[src/core/tah_pkg.sv]
// Package: parameter numbers, field positions, reset values and states of the drive control
package tah_pkg;

	// ********************************
	// Parameter numbers on the link
	// ********************************
	localparam logic [7:0] PAR_SAVE       = 8'h11;
	localparam logic [7:0] PAR_STATUS     = 8'h14;
	localparam logic [7:0] PAR_SERVO_CMD  = 8'h1E;
	localparam logic [7:0] PAR_CTRL_MODE  = 8'h1F;
	localparam logic [7:0] PAR_TRQ_SEL    = 8'h4C;
	localparam logic [7:0] PAR_HOME_TYPE  = 8'h5A;
	localparam logic [7:0] PAR_PRESET     = 8'h5B;
	localparam logic [7:0] PAR_HOME_DIR   = 8'h5C;
	localparam logic [7:0] PAR_HOME_SPD   = 8'h5D;
	localparam logic [7:0] PAR_CREEP_SPD  = 8'h5E;
	localparam logic [7:0] PAR_THRUST_MS  = 8'h5F;
	localparam logic [7:0] PAR_THRUST_TRQ = 8'h60;
	localparam logic [7:0] PAR_IN_SET0    = 8'h64;
	localparam logic [7:0] PAR_CUR_SCALE  = 8'h83;
	localparam logic [7:0] PAR_AIN_OFS    = 8'h84;

	// ********************************
	// Field positions and codes
	// ********************************
	localparam int          SC_SERVO_ON    = 0;
	localparam int          SC_OFS_MEAS    = 4;
	localparam int          SC_HOME_ARM    = 13;
	localparam int          POL_BIT        = 7;
	localparam int          IN_NEG_BIT     = 7;
	localparam int          NUM_IN         = 6;
	localparam logic [15:0] MODE_TORQUE    = 16'h0003;
	localparam logic [15:0] MODE_HOME      = 16'h0004;
	localparam logic [6:0]  TRQ_SRC_ANALOG = 7'h01;
	localparam logic [6:0]  IN_FUNC_HOME   = 7'h05;
	localparam logic [15:0] SAVE_CODE      = 16'h0001;
	localparam logic [3:0]  HT_ZERO        = 4'h1;
	localparam logic [3:0]  HT_IMMEDIATE   = 4'h2;
	localparam logic [3:0]  HT_RELEASE     = 4'h3;
	localparam logic [3:0]  HT_STOPPER     = 4'h4;

	// ********************************
	// Reset values, scaling and timing
	// ********************************
	localparam logic [15:0] SCALE_RST   = 16'h0708;
	localparam logic [15:0] ZERO16      = 16'h0000;
	localparam int          FULL_MV     = 10000;
	localparam int          CLK_NS      = 10;
	localparam int          MS_NS       = 1000000;
	localparam int          MS_CYC      = MS_NS / CLK_NS;

	typedef enum logic [2:0] {
		HS_IDLE, HS_SEEK, HS_ZERO, HS_RELEASE, HS_PUSH, HS_PRESET, HS_DONE
	} tah_home_t;

endpackage

[src/core/tah_scale.sv]
// Analog input to current command scaling with offset and polarity
`timescale 1ns/1ps
module tah_scale #(
	parameter int ADC_W = 14
) (
	// Clock and reset
	input  wire logic                clk,
	input  wire logic                rstn,
	// Operands
	input  wire logic [ADC_W-1:0]    ain_mv,
	input  wire logic [15:0]         ofs_mv,
	input  wire logic [15:0]         scale,
	input  wire logic                invert,
	// Result in 0.01 Arms
	output logic signed [15:0]       cur_ff
);
	import tah_pkg::*;

	localparam logic signed [33:0] FULL_S = 34'(FULL_MV);

	logic signed [16:0] diff;
	logic signed [33:0] prod;
	logic signed [33:0] quot;
	logic signed [15:0] nxt_cur;

	// Scale is the current at full span, so the reference level gives zero
	always_comb begin
		diff    = $signed({1'b0, 16'(ain_mv)}) - $signed({1'b0, ofs_mv});
		prod    = 34'(diff) * $signed({18'h00000, scale});
		quot    = prod / FULL_S;
		nxt_cur = invert ? -quot[15:0] : quot[15:0];
	end

	always_ff @(posedge clk or negedge rstn) begin
		if (!rstn) begin
			cur_ff <= 16'sh0000;
		end else begin
			cur_ff <= nxt_cur;
		end
	end

endmodule

[src/core/tah_ctrl.sv]
// Torque mode from analog input, offset calibration, parameter save and homing
`timescale 1ns/1ps
// Operation
// 0 V reference, scale 1800: 5 V is 9 Arms
// 5 V reference: 10 V +9, 0 V -9 Arms
// Host applies zero level before offset calibration
// Offset-measure bit samples input into offset
// Writing 1 to save commits parameters
// Analog torque mode drives current, no hold
// Three origin-signal homing variants plus stopper homing
// Point-zero: go to motor zero, preset
// Immediate-stop: halt on origin, preset
// Release: reverse until origin drops, preset
// Origin from pin or from link
// Home sensor assignable to any input setting
// Host arms origin with command bit 13
// Stopper: push for time and torque, preset
// Host sets servo-on bit before motion
module tah_ctrl #(
	parameter int ADC_W      = 14,
	parameter int MS_CYCLES  = tah_pkg::MS_CYC
) (
	// Clock and reset
	input  wire logic                clk,
	input  wire logic                rstn,
	// Parameter link
	input  wire logic                par_wr_en,
	input  wire logic                par_rd_en,
	input  wire logic [7:0]          par_id,
	input  wire logic [15:0]         par_wdata,
	output logic [15:0]              par_rdata_ff,
	// Pins
	input  wire logic [ADC_W-1:0]    ain_mv,
	input  wire logic [tah_pkg::NUM_IN-1:0] in_pins,
	input  wire logic                motor_zero,
	// Current loop
	output logic signed [15:0]       cur_cmd_ff,
	output logic                     cur_en_ff,
	output logic                     pos_hold_ff,
	// Motion and position counter
	output logic                     move_en_ff,
	output logic                     move_dir_ff,
	output logic [15:0]              move_spd_ff,
	output logic [15:0]              trq_lim_ff,
	output logic                     preset_load_ff,
	output logic [15:0]              preset_val_ff,
	output logic                     home_done_ff,
	// Retained storage
	output logic                     save_req_ff
);
	import tah_pkg::*;

	// ********************************
	// Pin synchronisers
	// ********************************
	logic [ADC_W-1:0]  ain_m_ff, ain_s_ff;
	logic [NUM_IN-1:0] pin_m_ff, pin_s_ff;
	logic              zero_m_ff, zero_s_ff, zero_d_ff;

	// Analog word is assumed quasi-static; the converter holds it between samples
	always_ff @(posedge clk or negedge rstn) begin
		if (!rstn) begin
			ain_m_ff  <= '0;
			ain_s_ff  <= '0;
			pin_m_ff  <= '0;
			pin_s_ff  <= '0;
			zero_m_ff <= 1'b0;
			zero_s_ff <= 1'b0;
			zero_d_ff <= 1'b0;
		end else begin
			ain_m_ff  <= ain_mv;
			ain_s_ff  <= ain_m_ff;
			pin_m_ff  <= in_pins;
			pin_s_ff  <= pin_m_ff;
			zero_m_ff <= motor_zero;
			zero_s_ff <= zero_m_ff;
			zero_d_ff <= zero_s_ff;
		end
	end

	// ********************************
	// Parameters
	// ********************************
	logic [15:0] cmd_ff, mode_ff, preset_ff, hspd_ff, cspd_ff, tms_ff, ttrq_ff;
	logic [15:0] scale_ff, ofs_ff;
	logic [7:0]  tsel_ff;
	logic [3:0]  htype_ff;
	logic        hdir_ff, meas_d_ff;
	logic [7:0]  inset_ff [NUM_IN];
	logic [15:0] nxt_cmd, nxt_mode, nxt_preset, nxt_hspd, nxt_cspd, nxt_tms, nxt_ttrq;
	logic [15:0] nxt_scale, nxt_ofs, nxt_rdata;
	logic [7:0]  nxt_tsel;
	logic [3:0]  nxt_htype;
	logic        nxt_hdir, nxt_save;
	logic [7:0]  nxt_inset [NUM_IN];
	tah_home_t   hs_ff;

	always_comb begin
		nxt_cmd    = cmd_ff;
		nxt_mode   = mode_ff;
		nxt_preset = preset_ff;
		nxt_hspd   = hspd_ff;
		nxt_cspd   = cspd_ff;
		nxt_tms    = tms_ff;
		nxt_ttrq   = ttrq_ff;
		nxt_scale  = scale_ff;
		nxt_ofs    = ofs_ff;
		nxt_tsel   = tsel_ff;
		nxt_htype  = htype_ff;
		nxt_hdir   = hdir_ff;
		nxt_save   = 1'b0;
		nxt_inset  = inset_ff;
		if (par_wr_en) begin
			case (par_id)
				PAR_SAVE:       nxt_save   = (par_wdata == SAVE_CODE);
				PAR_SERVO_CMD:  nxt_cmd    = par_wdata;
				PAR_CTRL_MODE:  nxt_mode   = par_wdata;
				PAR_TRQ_SEL:    nxt_tsel   = par_wdata[7:0];
				PAR_HOME_TYPE:  nxt_htype  = par_wdata[3:0];
				PAR_PRESET:     nxt_preset = par_wdata;
				PAR_HOME_DIR:   nxt_hdir   = par_wdata[0];
				PAR_HOME_SPD:   nxt_hspd   = par_wdata;
				PAR_CREEP_SPD:  nxt_cspd   = par_wdata;
				PAR_THRUST_MS:  nxt_tms    = par_wdata;
				PAR_THRUST_TRQ: nxt_ttrq   = par_wdata;
				PAR_CUR_SCALE:  nxt_scale  = par_wdata;
				PAR_AIN_OFS:    nxt_ofs    = par_wdata;
				// Unmapped numbers are ignored
				default:        nxt_save   = 1'b0;
			endcase
			for (int i = 0; i < NUM_IN; i++) begin
				if (par_id == PAR_IN_SET0 + 8'(i)) begin
					nxt_inset[i] = par_wdata[7:0];
				end
			end
		end
		// Measurement wins over a host write in the same cycle
		if (cmd_ff[SC_OFS_MEAS] && !meas_d_ff) begin
			nxt_ofs = 16'(ain_s_ff);
		end
		nxt_rdata = par_rdata_ff;
		if (par_rd_en) begin
			case (par_id)
				PAR_STATUS:     nxt_rdata = {13'h0000, hs_ff == HS_DONE,
						hs_ff != HS_IDLE, cur_en_ff};
				PAR_SERVO_CMD:  nxt_rdata = cmd_ff;
				PAR_CTRL_MODE:  nxt_rdata = mode_ff;
				PAR_TRQ_SEL:    nxt_rdata = {8'h00, tsel_ff};
				PAR_HOME_TYPE:  nxt_rdata = {12'h000, htype_ff};
				PAR_PRESET:     nxt_rdata = preset_ff;
				PAR_HOME_DIR:   nxt_rdata = {15'h0000, hdir_ff};
				PAR_HOME_SPD:   nxt_rdata = hspd_ff;
				PAR_CREEP_SPD:  nxt_rdata = cspd_ff;
				PAR_THRUST_MS:  nxt_rdata = tms_ff;
				PAR_THRUST_TRQ: nxt_rdata = ttrq_ff;
				PAR_CUR_SCALE:  nxt_rdata = scale_ff;
				PAR_AIN_OFS:    nxt_rdata = ofs_ff;
				default:        nxt_rdata = ZERO16;
			endcase
			for (int i = 0; i < NUM_IN; i++) begin
				if (par_id == PAR_IN_SET0 + 8'(i)) begin
					nxt_rdata = {8'h00, inset_ff[i]};
				end
			end
		end
	end

	always_ff @(posedge clk or negedge rstn) begin
		if (!rstn) begin
			cmd_ff       <= ZERO16;
			mode_ff      <= ZERO16;
			preset_ff    <= ZERO16;
			hspd_ff      <= ZERO16;
			cspd_ff      <= ZERO16;
			tms_ff       <= ZERO16;
			ttrq_ff      <= ZERO16;
			scale_ff     <= SCALE_RST;
			ofs_ff       <= ZERO16;
			tsel_ff      <= 8'h00;
			htype_ff     <= 4'h0;
			hdir_ff      <= 1'b0;
			meas_d_ff    <= 1'b0;
			save_req_ff  <= 1'b0;
			par_rdata_ff <= ZERO16;
			for (int i = 0; i < NUM_IN; i++) begin
				inset_ff[i] <= 8'h00;
			end
		end else begin
			cmd_ff       <= nxt_cmd;
			mode_ff      <= nxt_mode;
			preset_ff    <= nxt_preset;
			hspd_ff      <= nxt_hspd;
			cspd_ff      <= nxt_cspd;
			tms_ff       <= nxt_tms;
			ttrq_ff      <= nxt_ttrq;
			scale_ff     <= nxt_scale;
			ofs_ff       <= nxt_ofs;
			tsel_ff      <= nxt_tsel;
			htype_ff     <= nxt_htype;
			hdir_ff      <= nxt_hdir;
			meas_d_ff    <= cmd_ff[SC_OFS_MEAS];
			save_req_ff  <= nxt_save;
			par_rdata_ff <= nxt_rdata;
			inset_ff     <= nxt_inset;
		end
	end

	// ********************************
	// Analog torque path
	// ********************************
	logic signed [15:0] scaled;
	logic               servo_on, trq_run, home_sel;

	tah_scale #(
		.ADC_W (ADC_W)
	) u_scale (
		.clk    (clk),
		.rstn   (rstn),
		.ain_mv (ain_s_ff),
		.ofs_mv (ofs_ff),
		.scale  (scale_ff),
		.invert (tsel_ff[POL_BIT]),
		.cur_ff (scaled)
	);

	always_comb begin
		servo_on = cmd_ff[SC_SERVO_ON];
		trq_run  = servo_on && (mode_ff == MODE_TORQUE)
			&& (tsel_ff[6:0] == TRQ_SRC_ANALOG);
		home_sel = servo_on && (mode_ff == MODE_HOME);
	end

	// ********************************
	// Origin detection
	// ********************************
	logic origin;

	always_comb begin
		origin = cmd_ff[SC_HOME_ARM];
		for (int i = 0; i < NUM_IN; i++) begin
			if (inset_ff[i][6:0] == IN_FUNC_HOME) begin
				origin = origin | (pin_s_ff[i] ^ inset_ff[i][IN_NEG_BIT]);
			end
		end
	end

	// ********************************
	// Homing sequencer
	// ********************************
	localparam int MSC_W = $clog2(MS_CYCLES + 1);

	tah_home_t          nxt_hs;
	logic [MSC_W-1:0]   msc_ff, nxt_msc;
	logic [15:0]        msn_ff, nxt_msn;
	logic               nxt_move, nxt_dir, nxt_load, nxt_cur_en, nxt_hold;
	logic [15:0]        nxt_spd, nxt_trq;
	logic signed [15:0] nxt_cur;

	always_comb begin
		nxt_hs   = hs_ff;
		nxt_msc  = msc_ff;
		nxt_msn  = msn_ff;
		nxt_load = 1'b0;
		case (hs_ff)
			HS_IDLE: begin
				if (home_sel) begin
					nxt_hs  = (htype_ff == HT_STOPPER) ? HS_PUSH : HS_SEEK;
					nxt_msc = '0;
					nxt_msn = ZERO16;
				end
			end
			HS_SEEK: begin
				if (origin) begin
					case (htype_ff)
						HT_ZERO:      nxt_hs = HS_ZERO;
						HT_RELEASE:   nxt_hs = HS_RELEASE;
						default:      nxt_hs = HS_PRESET;
					endcase
				end
			end
			HS_ZERO: begin
				if (zero_s_ff && !zero_d_ff) begin
					nxt_hs = HS_PRESET;
				end
			end
			HS_RELEASE: begin
				if (!origin) begin
					nxt_hs = HS_PRESET;
				end
			end
			HS_PUSH: begin
				// Thrust time counted in whole milliseconds
				if (msn_ff >= tms_ff) begin
					nxt_hs = HS_PRESET;
				end else if (msc_ff == MSC_W'(MS_CYCLES - 1)) begin
					nxt_msc = '0;
					nxt_msn = msn_ff + 16'h0001;
				end else begin
					nxt_msc = msc_ff + MSC_W'(1);
				end
			end
			HS_PRESET: begin
				nxt_load = 1'b1;
				nxt_hs   = HS_DONE;
			end
			HS_DONE: begin
				nxt_hs = HS_DONE;
			end
			default: nxt_hs = HS_IDLE;
		endcase
		// Dropping servo-on or leaving homing mode aborts the sequence
		if (!home_sel) begin
			nxt_hs = HS_IDLE;
		end
		nxt_move = (nxt_hs == HS_SEEK) || (nxt_hs == HS_ZERO)
			|| (nxt_hs == HS_RELEASE) || (nxt_hs == HS_PUSH);
		nxt_dir  = (nxt_hs == HS_RELEASE) ? !hdir_ff : hdir_ff;
		nxt_spd  = ((nxt_hs == HS_ZERO) || (nxt_hs == HS_RELEASE)) ? cspd_ff : hspd_ff;
		nxt_spd  = nxt_move ? nxt_spd : ZERO16;
		nxt_trq  = (nxt_hs == HS_PUSH) ? ttrq_ff : ZERO16;
		nxt_cur_en = trq_run;
		nxt_cur    = trq_run ? scaled : 16'sh0000;
		nxt_hold   = servo_on && !trq_run && !nxt_move;
	end

	always_ff @(posedge clk or negedge rstn) begin
		if (!rstn) begin
			hs_ff          <= HS_IDLE;
			msc_ff         <= '0;
			msn_ff         <= ZERO16;
			move_en_ff     <= 1'b0;
			move_dir_ff    <= 1'b0;
			move_spd_ff    <= ZERO16;
			trq_lim_ff     <= ZERO16;
			preset_load_ff <= 1'b0;
			preset_val_ff  <= ZERO16;
			home_done_ff   <= 1'b0;
			cur_en_ff      <= 1'b0;
			cur_cmd_ff     <= 16'sh0000;
			pos_hold_ff    <= 1'b0;
		end else begin
			hs_ff          <= nxt_hs;
			msc_ff         <= nxt_msc;
			msn_ff         <= nxt_msn;
			move_en_ff     <= nxt_move;
			move_dir_ff    <= nxt_dir;
			move_spd_ff    <= nxt_spd;
			trq_lim_ff     <= nxt_trq;
			preset_load_ff <= nxt_load;
			preset_val_ff  <= preset_ff;
			home_done_ff   <= (nxt_hs == HS_DONE);
			cur_en_ff      <= nxt_cur_en;
			cur_cmd_ff     <= nxt_cur;
			pos_hold_ff    <= nxt_hold;
		end
	end

endmodule

[config.mk]
export PLATFORM = sky130hd
export DESIGN_NAME = tah_ctrl
export DESIGN_NICKNAME = d
export VERILOG_FILES = /design/src/core/tah_pkg.sv /design/src/core/tah_scale.sv /design/src/core/tah_ctrl.sv
export SDC_FILE = /design/constraint.sdc
export NUM_CORES = 2
export LEC_CHECK = 0
export BUFFER_PORTS_ARGS = -buffer_cell sky130_fd_sc_hd__buf_2
export CAP_MARGIN = 20
export CORE_MARGIN = 2
export CORE_UTILIZATION = 65
export CTS_CLUSTER_SIZE = 25
export DETAILED_ROUTE_END_ITERATION = 12
export GPL_ROUTABILITY_DRIVEN = 0
export PLACE_DENSITY_LB_ADDON = 0.25
export SYNTH_ARGS = -nofsm -noshare
export SYNTH_HDL_FRONTEND = slang
export SYNTH_SLANG_ARGS = --single-unit
[constraint.sdc]
create_clock -name clk -period 32.8 [get_ports clk]
set_input_delay 1.64 -clock clk [delete_from_list [all_inputs] [get_ports clk]]
set_output_delay 1.64 -clock clk [all_outputs]
set_load 0.01 [all_outputs]
-- After elaboration in Yosys (flattened, before gate mapping)
Index checks and enable logic that the tools add are counted.
- register bits: 388
- bits of input ports: 49
- output and inout port bits: 87
- add/sub/neg operators: 4
- $mul: 1
- divide/modulo/power cells: 1
- magnitude comparators: 1
- eq/ne operators: 48
- multiplexer cells: 41
- bitwise operators: 12
- reduce and logical (&&, ||, !) cells: 42
- operator list (operator ; number):
    16-bit 2-to-1 mux ; 17
    16-bit case mux with 13 select lines ; 1
    8-bit by 7-bit == test with 1-bit output (second input constant) ; 14
    17-bit 2-to-1 mux ; 3
    7-bit by 3-bit == test with 1-bit output (second input constant) ; 6
    2-bit AND reduction ; 18
    34-bit by 15-bit divider with 34-bit output (second input constant) ; 1
    17-bit by 17-bit multiplier with 34-bit output ; 1
    17-bit case mux with 2 select lines ; 1
    8-bit by 5-bit == test with 1-bit output (second input constant) ; 4
    16-bit case mux with 2 select lines ; 1
    3-bit 2-to-1 mux ; 6
    3-bit case mux with 6 select lines ; 1
    17-bit by 1-bit adder with 17-bit output (second input constant) ; 1
    17-bit == test (second input constant) ; 1
    14-bit by 16-bit subtractor with 17-bit output ; 1
    16-bit by 1-bit adder with 16-bit output (second input constant) ; 1
    16-bit by 1-bit == test with 1-bit output (second input constant) ; 1
    16-bit by 2-bit == test with 1-bit output (second input constant) ; 1
    16-bit by 3-bit == test with 1-bit output (second input constant) ; 1
    8-bit == test (second input constant) ; 2
    16-bit >= comparator ; 1
    16-bit negation ; 1
    3-bit == test (second input constant) ; 5
    other kinds (20) ; 60

-- Logic depth before layout (Yosys ltp)
- depth after elaboration: 22
- gate-level depth with buffers: 132
- gate-level depth less buffers: 110

-- Cells and area by module
A second synthesis with hierarchy kept.
- cells, all modules: 4147
- area, all modules: 38311.7 µm²
- modules (own cells, without submodules) (module ; instances ; cells each ; area each (µm²)):
    tah_scale ; 1 ; 2817 ; 22053.7
    tah_ctrl ; 1 ; 1330 ; 16258.1

-- Worst setup path after synthesis
Ideal clock, no wire load.
- kind: reg-to-reg
- from: reg ain_s_ff[0]
- to: reg u_scale.cur_ff[15]
- data arrival time: 27.757 ns
- slack: 4.916 ns
- stages on the path, launching flop included: 123
- path buffers: 15
- period minus slack after synthesis: 27.884 ns
- path through: dfrtp_1 > inv_1 > ha_1 > fa_1 > nor2b_1 > o21ai_0 > nand2b_1 > a21o_1 > a21o_1 > a21o_1 > a21o_1 > a21o_1 > a21o_1 > a21o_1 > a21o_1 > a21o_1 > a21o_1 > nand2_1 > [87 not listed] > buf_6 > mux2i_1 > or4_1 > o41ai_2 > a21oi_2 > or4_1 > a311o_1 > and2_1 > buf_6 > ha_1 > and2_1 > clkbuf_1 > a21oi_1 > xnor2_1 > nand3_1 > and4b_1 > a41oi_1 > xnor2_1
- longest elaborated chain between the ends: 5
- ends and longest elaborated chain (item ; RTL line ; source):
    from (decl) ; tah_ctrl.sv:56 ; logic [ADC_W-1:0] ain_m_ff, ain_s_ff;
    from (signal assigned) ; tah_ctrl.sv:72 ; ain_s_ff <= ain_m_ff;
    14-bit by 16-bit subtractor with 17-bit output * ; tah_scale.sv:28 ; diff = $signed({1'b0, 16'(ain_mv)}) - $signed({1'b0, ofs_mv});
    17-bit by 17-bit multiplier with 34-bit output * ; tah_scale.sv:29 ; prod = 34'(diff) * $signed({18'h00000, scale});
    34-bit by 15-bit divider with 34-bit output * ; tah_scale.sv:30 ; quot = prod / FULL_S;
    16-bit negation ; tah_scale.sv:31 ; nxt_cur = invert ? -quot[15:0] : quot[15:0];
    16-bit 2-to-1 mux * ; tah_scale.sv:31 ;
    via u_scale.nxt_cur[15] ; tah_scale.sv:24 ; logic signed [15:0] nxt_cur;
    to (signal assigned) ; tah_scale.sv:38 ; cur_ff <= nxt_cur;
    to (decl) ; tah_scale.sv:15 ; output logic signed [15:0] cur_ff
The timed path passes the listed nets; every way through them passes the cells marked *.
A chain may end at the register's enable or synchronous reset.

-- Final worst setup path
- from: reg ofs_ff[1]
- to: reg u_scale.cur_ff[15]
- longest elaborated chain between the ends: 5
- ends and longest elaborated chain (item ; RTL line ; source):
    from (decl) ; tah_ctrl.sv:85 ; logic [15:0] scale_ff, ofs_ff;
    from (signal assigned) ; tah_ctrl.sv:197 ; ofs_ff <= nxt_ofs;
    14-bit by 16-bit subtractor with 17-bit output * ; tah_scale.sv:28 ;
    17-bit by 17-bit multiplier with 34-bit output * ; tah_scale.sv:29 ;
    34-bit by 15-bit divider with 34-bit output * ; tah_scale.sv:30 ;
    16-bit negation ; tah_scale.sv:31 ;
    16-bit 2-to-1 mux * ; tah_scale.sv:31 ;
    via u_scale.nxt_cur[15] ; tah_scale.sv:24 ;
Marks and branches as above.

==> impl_metrics.yaml <==
synth:
  synth_cell_type_count: 139
  synthArstFlopShare_pct: 100.0
  ys_ff_latch: 388
  yosysWarnings: 0
  netlist.area_leader.share_pct: 25.70
  synth-edff-count: 0
  syn-cell-area_mm2: 0.03739
  synth_cells: 4065
  synth.area.top_cells: "dfrtp_1, fa_1, mux2_2, inv_1, ha_1"
  synth_top_cell_by_area: "dfrtp_1"
  syn_area_per_cell_um2: 9.197
  synthFlopType: "dfrtp_1"
  ys_seq_area_share_pct: 25.98
  synth_nets: 4516
sta:
  fin_crit_sh_pct: 94.42
  max_freq_ghz: 0.03229
  finalClockSkew_ns: 0.04530
  hold_violations: 0
  timing.final.max_slew_violations: 0
  finalWorstSetupSlack_ns: 1.831
  worstMarginPinSlew_ns: 1.157
  layout_min_cycle_time_ns: 30.97
  finalSetupViolations: 0
  maxSlewHeadroom_pct: 22.28
final_layout:
  final_area_mm2: 0.04058
  fin_util_pct: 71.68
  drive_gt1_share_pct: 15.40
  num-nets-final: 4574
  synthToLayoutAreaGrowth_pct: 8.527
  antenna_cells: 0
worst_setup_path:
  crit_path_max_fanout: 16
  startpoint_type: "flip-flop"
  path_common_cell: "a21o_1"
  slowest_delay_ns: 0.90
  path_delay_family: "compound AO/OA/AOI/OAI gates"
  worstSetupEndpointType: "flip-flop"
  critical_path_class: "flip-flop to flip-flop"
  crit_required_ns: 33.28
  critical_path_buf_inv_count: 8
  slowest_stage: "nor3_1"
  critical_path_arrival_ns: 31.45
clocking:
  cts_root_buffer: "clkbuf_16"
  path_clk_slew_ns: 0.06
  cts_buffers: 41
  clockBufferDepth: 3
  cts_sinks: 388
  clkLatencyLatePin_ns: 0.60
  cts.htree.levels: 2
  cts_tree: "yes"
drt:
  drt_wl_total_um: 102900
  drc: 0
  vias_per_cell: 6.469
  drtIter0Drc: 3074
  dr_total_vias: 31770
  antenna_left: 0
  first_pass_iters: 8
  drt-wirelength-per-cell_um: 20.96
floorplan:
  num_rows: 87
  start_util_pct: 66.05
  die_width_um: 243.8
  die_h_um: 243.8
  io_pins: 136
  dieArea_mm2: 0.05945
  coreArea_mm2: 0.05660
place:
  io_buffer_count: 135
  placed_area_mm2: 0.03866
  dp.final_hpwl_um: 75690
  dp_slack_ns: 0.1624
global_routing:
  overflow: 0
  grt_pass1_vias: 31470
  track_usage_pct: 34.52
  grt_start_max_net_pins: 119
  antenna_found_initial: 0
  grt_first_pass_wirelength_um: 166000
worst_hold_path:
  hold_class: "flip-flop to flip-flop"
run:
  drv_cap: 0
outcome:
  status: "finished clean"
==> cell type report <==
cell class,count,area (µm²)
Inverter,463,1742
Clock inverter,17,251.5
Tap cell,756,945.9
Multi-Input combinational cell,3039,25610
Fill cell,4199,16030
Sequential cell,388,9714
Clock buffer,59,1174
Timing Repair Buffer,190,1139
==> final timing paths <==
path	to	cells after the start	slack, ns	start
setup / recovery	u_scale.cur_ff[15]	111	1.83	ofs_ff[1]
hold / removal	ain_s_ff[13]	0	0.35	ain_m_ff[13]
setup reg to reg	u_scale.cur_ff[15]	111	1.83	ofs_ff[1]
hold reg to reg	ain_s_ff[13]	0	0.35	ain_m_ff[13]
max in group asynchronous	preset_ff[12]	5	28.75	rstn
min in group asynchronous	cur_cmd_ff[12]	1	1.10	rstn
==> registers in the layout (all words and copies together) (netlist names), 16 cells and up <==
signal / count
inset_ff: 48
msc_ff: 17
cmd_ff: 16
cspd_ff: 16
cur_cmd_ff: 16
hspd_ff: 16
mode_ff: 16
move_spd_ff: 16
msn_ff: 16
ofs_ff: 16
par_rdata_ff: 16
preset_ff: 16
preset_val_ff: 16
scale_ff: 16
tms_ff: 16
trq_lim_ff: 16
ttrq_ff: 16
u_scale.cur_ff: 16
==> cells by family after synthesis <==
logic type,Yosys count,synth area share (%)
AOI/OAI and AO/OA,851,16.99
xor gates and xnor gates,244,6.061
adders and majority gates,416,19.46
buffers and inverters,638,6.616
DFF,388,25.98
muxes,258,7.644
and+or+nand+nor,1270,17.25
==> per-stage QoR <==
step           setup TNS (ns)  hold slack [ns]  instances
2_1_floorplan               0           0.3312       4065
3_3_place_gp                0           0.3328       4823
3_5_place_dp                0           0.3355       4823
4_1_cts                     0           0.3496       4899
5_1_grt               -0.1937           0.3556       4912
6_report                    0           0.3472       4912
==> synth_stat cells, drive strengths merged, types with 33 or more instances <==
cell type and count:
inv 462, nor2b 48, nand2 359, clkbuf 135, nand4 44, a21o 49, and2 172, nor4 35
buf 40, dfrtp 384, a211oi 33, mux2i 51, nand3 94, fa 280, a21oi 160, xnor2 163
a31oi 45, ha 122, o21ai 155, nor3 68, nand2b 46, and3 43, nor2 248, mux2 207
xor2 79
==> worst reg2reg max path: cells and delay by family (launching register included) <==
family	cells	cell delay, ns
multiplexers	5	1.76
flip-flops	1	0.47
XOR/XNOR	7	1.41
buffers and inverters	8	0.82
adder cells (fa/ha/maj)	9	3.97
AND/OR/NAND/NOR	28	8.45
AO/OA/AOI/OAI	54	13.95
==> cell usage in the layout (no fill, tap or decap), types with 62 or more instances in the layout <==
master	n
nor3_1	62
dfrtp_1	384
nor2_1	247
ha_1	122
a21oi_1	148
xnor2_1	142
and2_1	169
fa_1	280
inv_1	460
nand3_1	91
xor2_1	70
buf_2	134
mux2_2	203
nand2_1	358
o21ai_0	108
==> per-layer routing <==
layer  wire length (µm)  track usage (%)  share of wire (%)
met1              39910            44.02                 39
met2              49090            57.01                 48
met3               8172            5.332                7.9
met4               5764            18.04                5.6
met5                  0                0                  0
==> what timing repair did <==
item,in CTS,in global routing
endpoints found under the hold margin,0,0
setup buffers,0,11
endpoints found under the setup margin,0,16
resized for setup,0,62
hold buffers,0,0
Power is left out: the tool's default activity adds up to more than one toggle a clock period on the data nets, which glitch-free logic cannot reach.
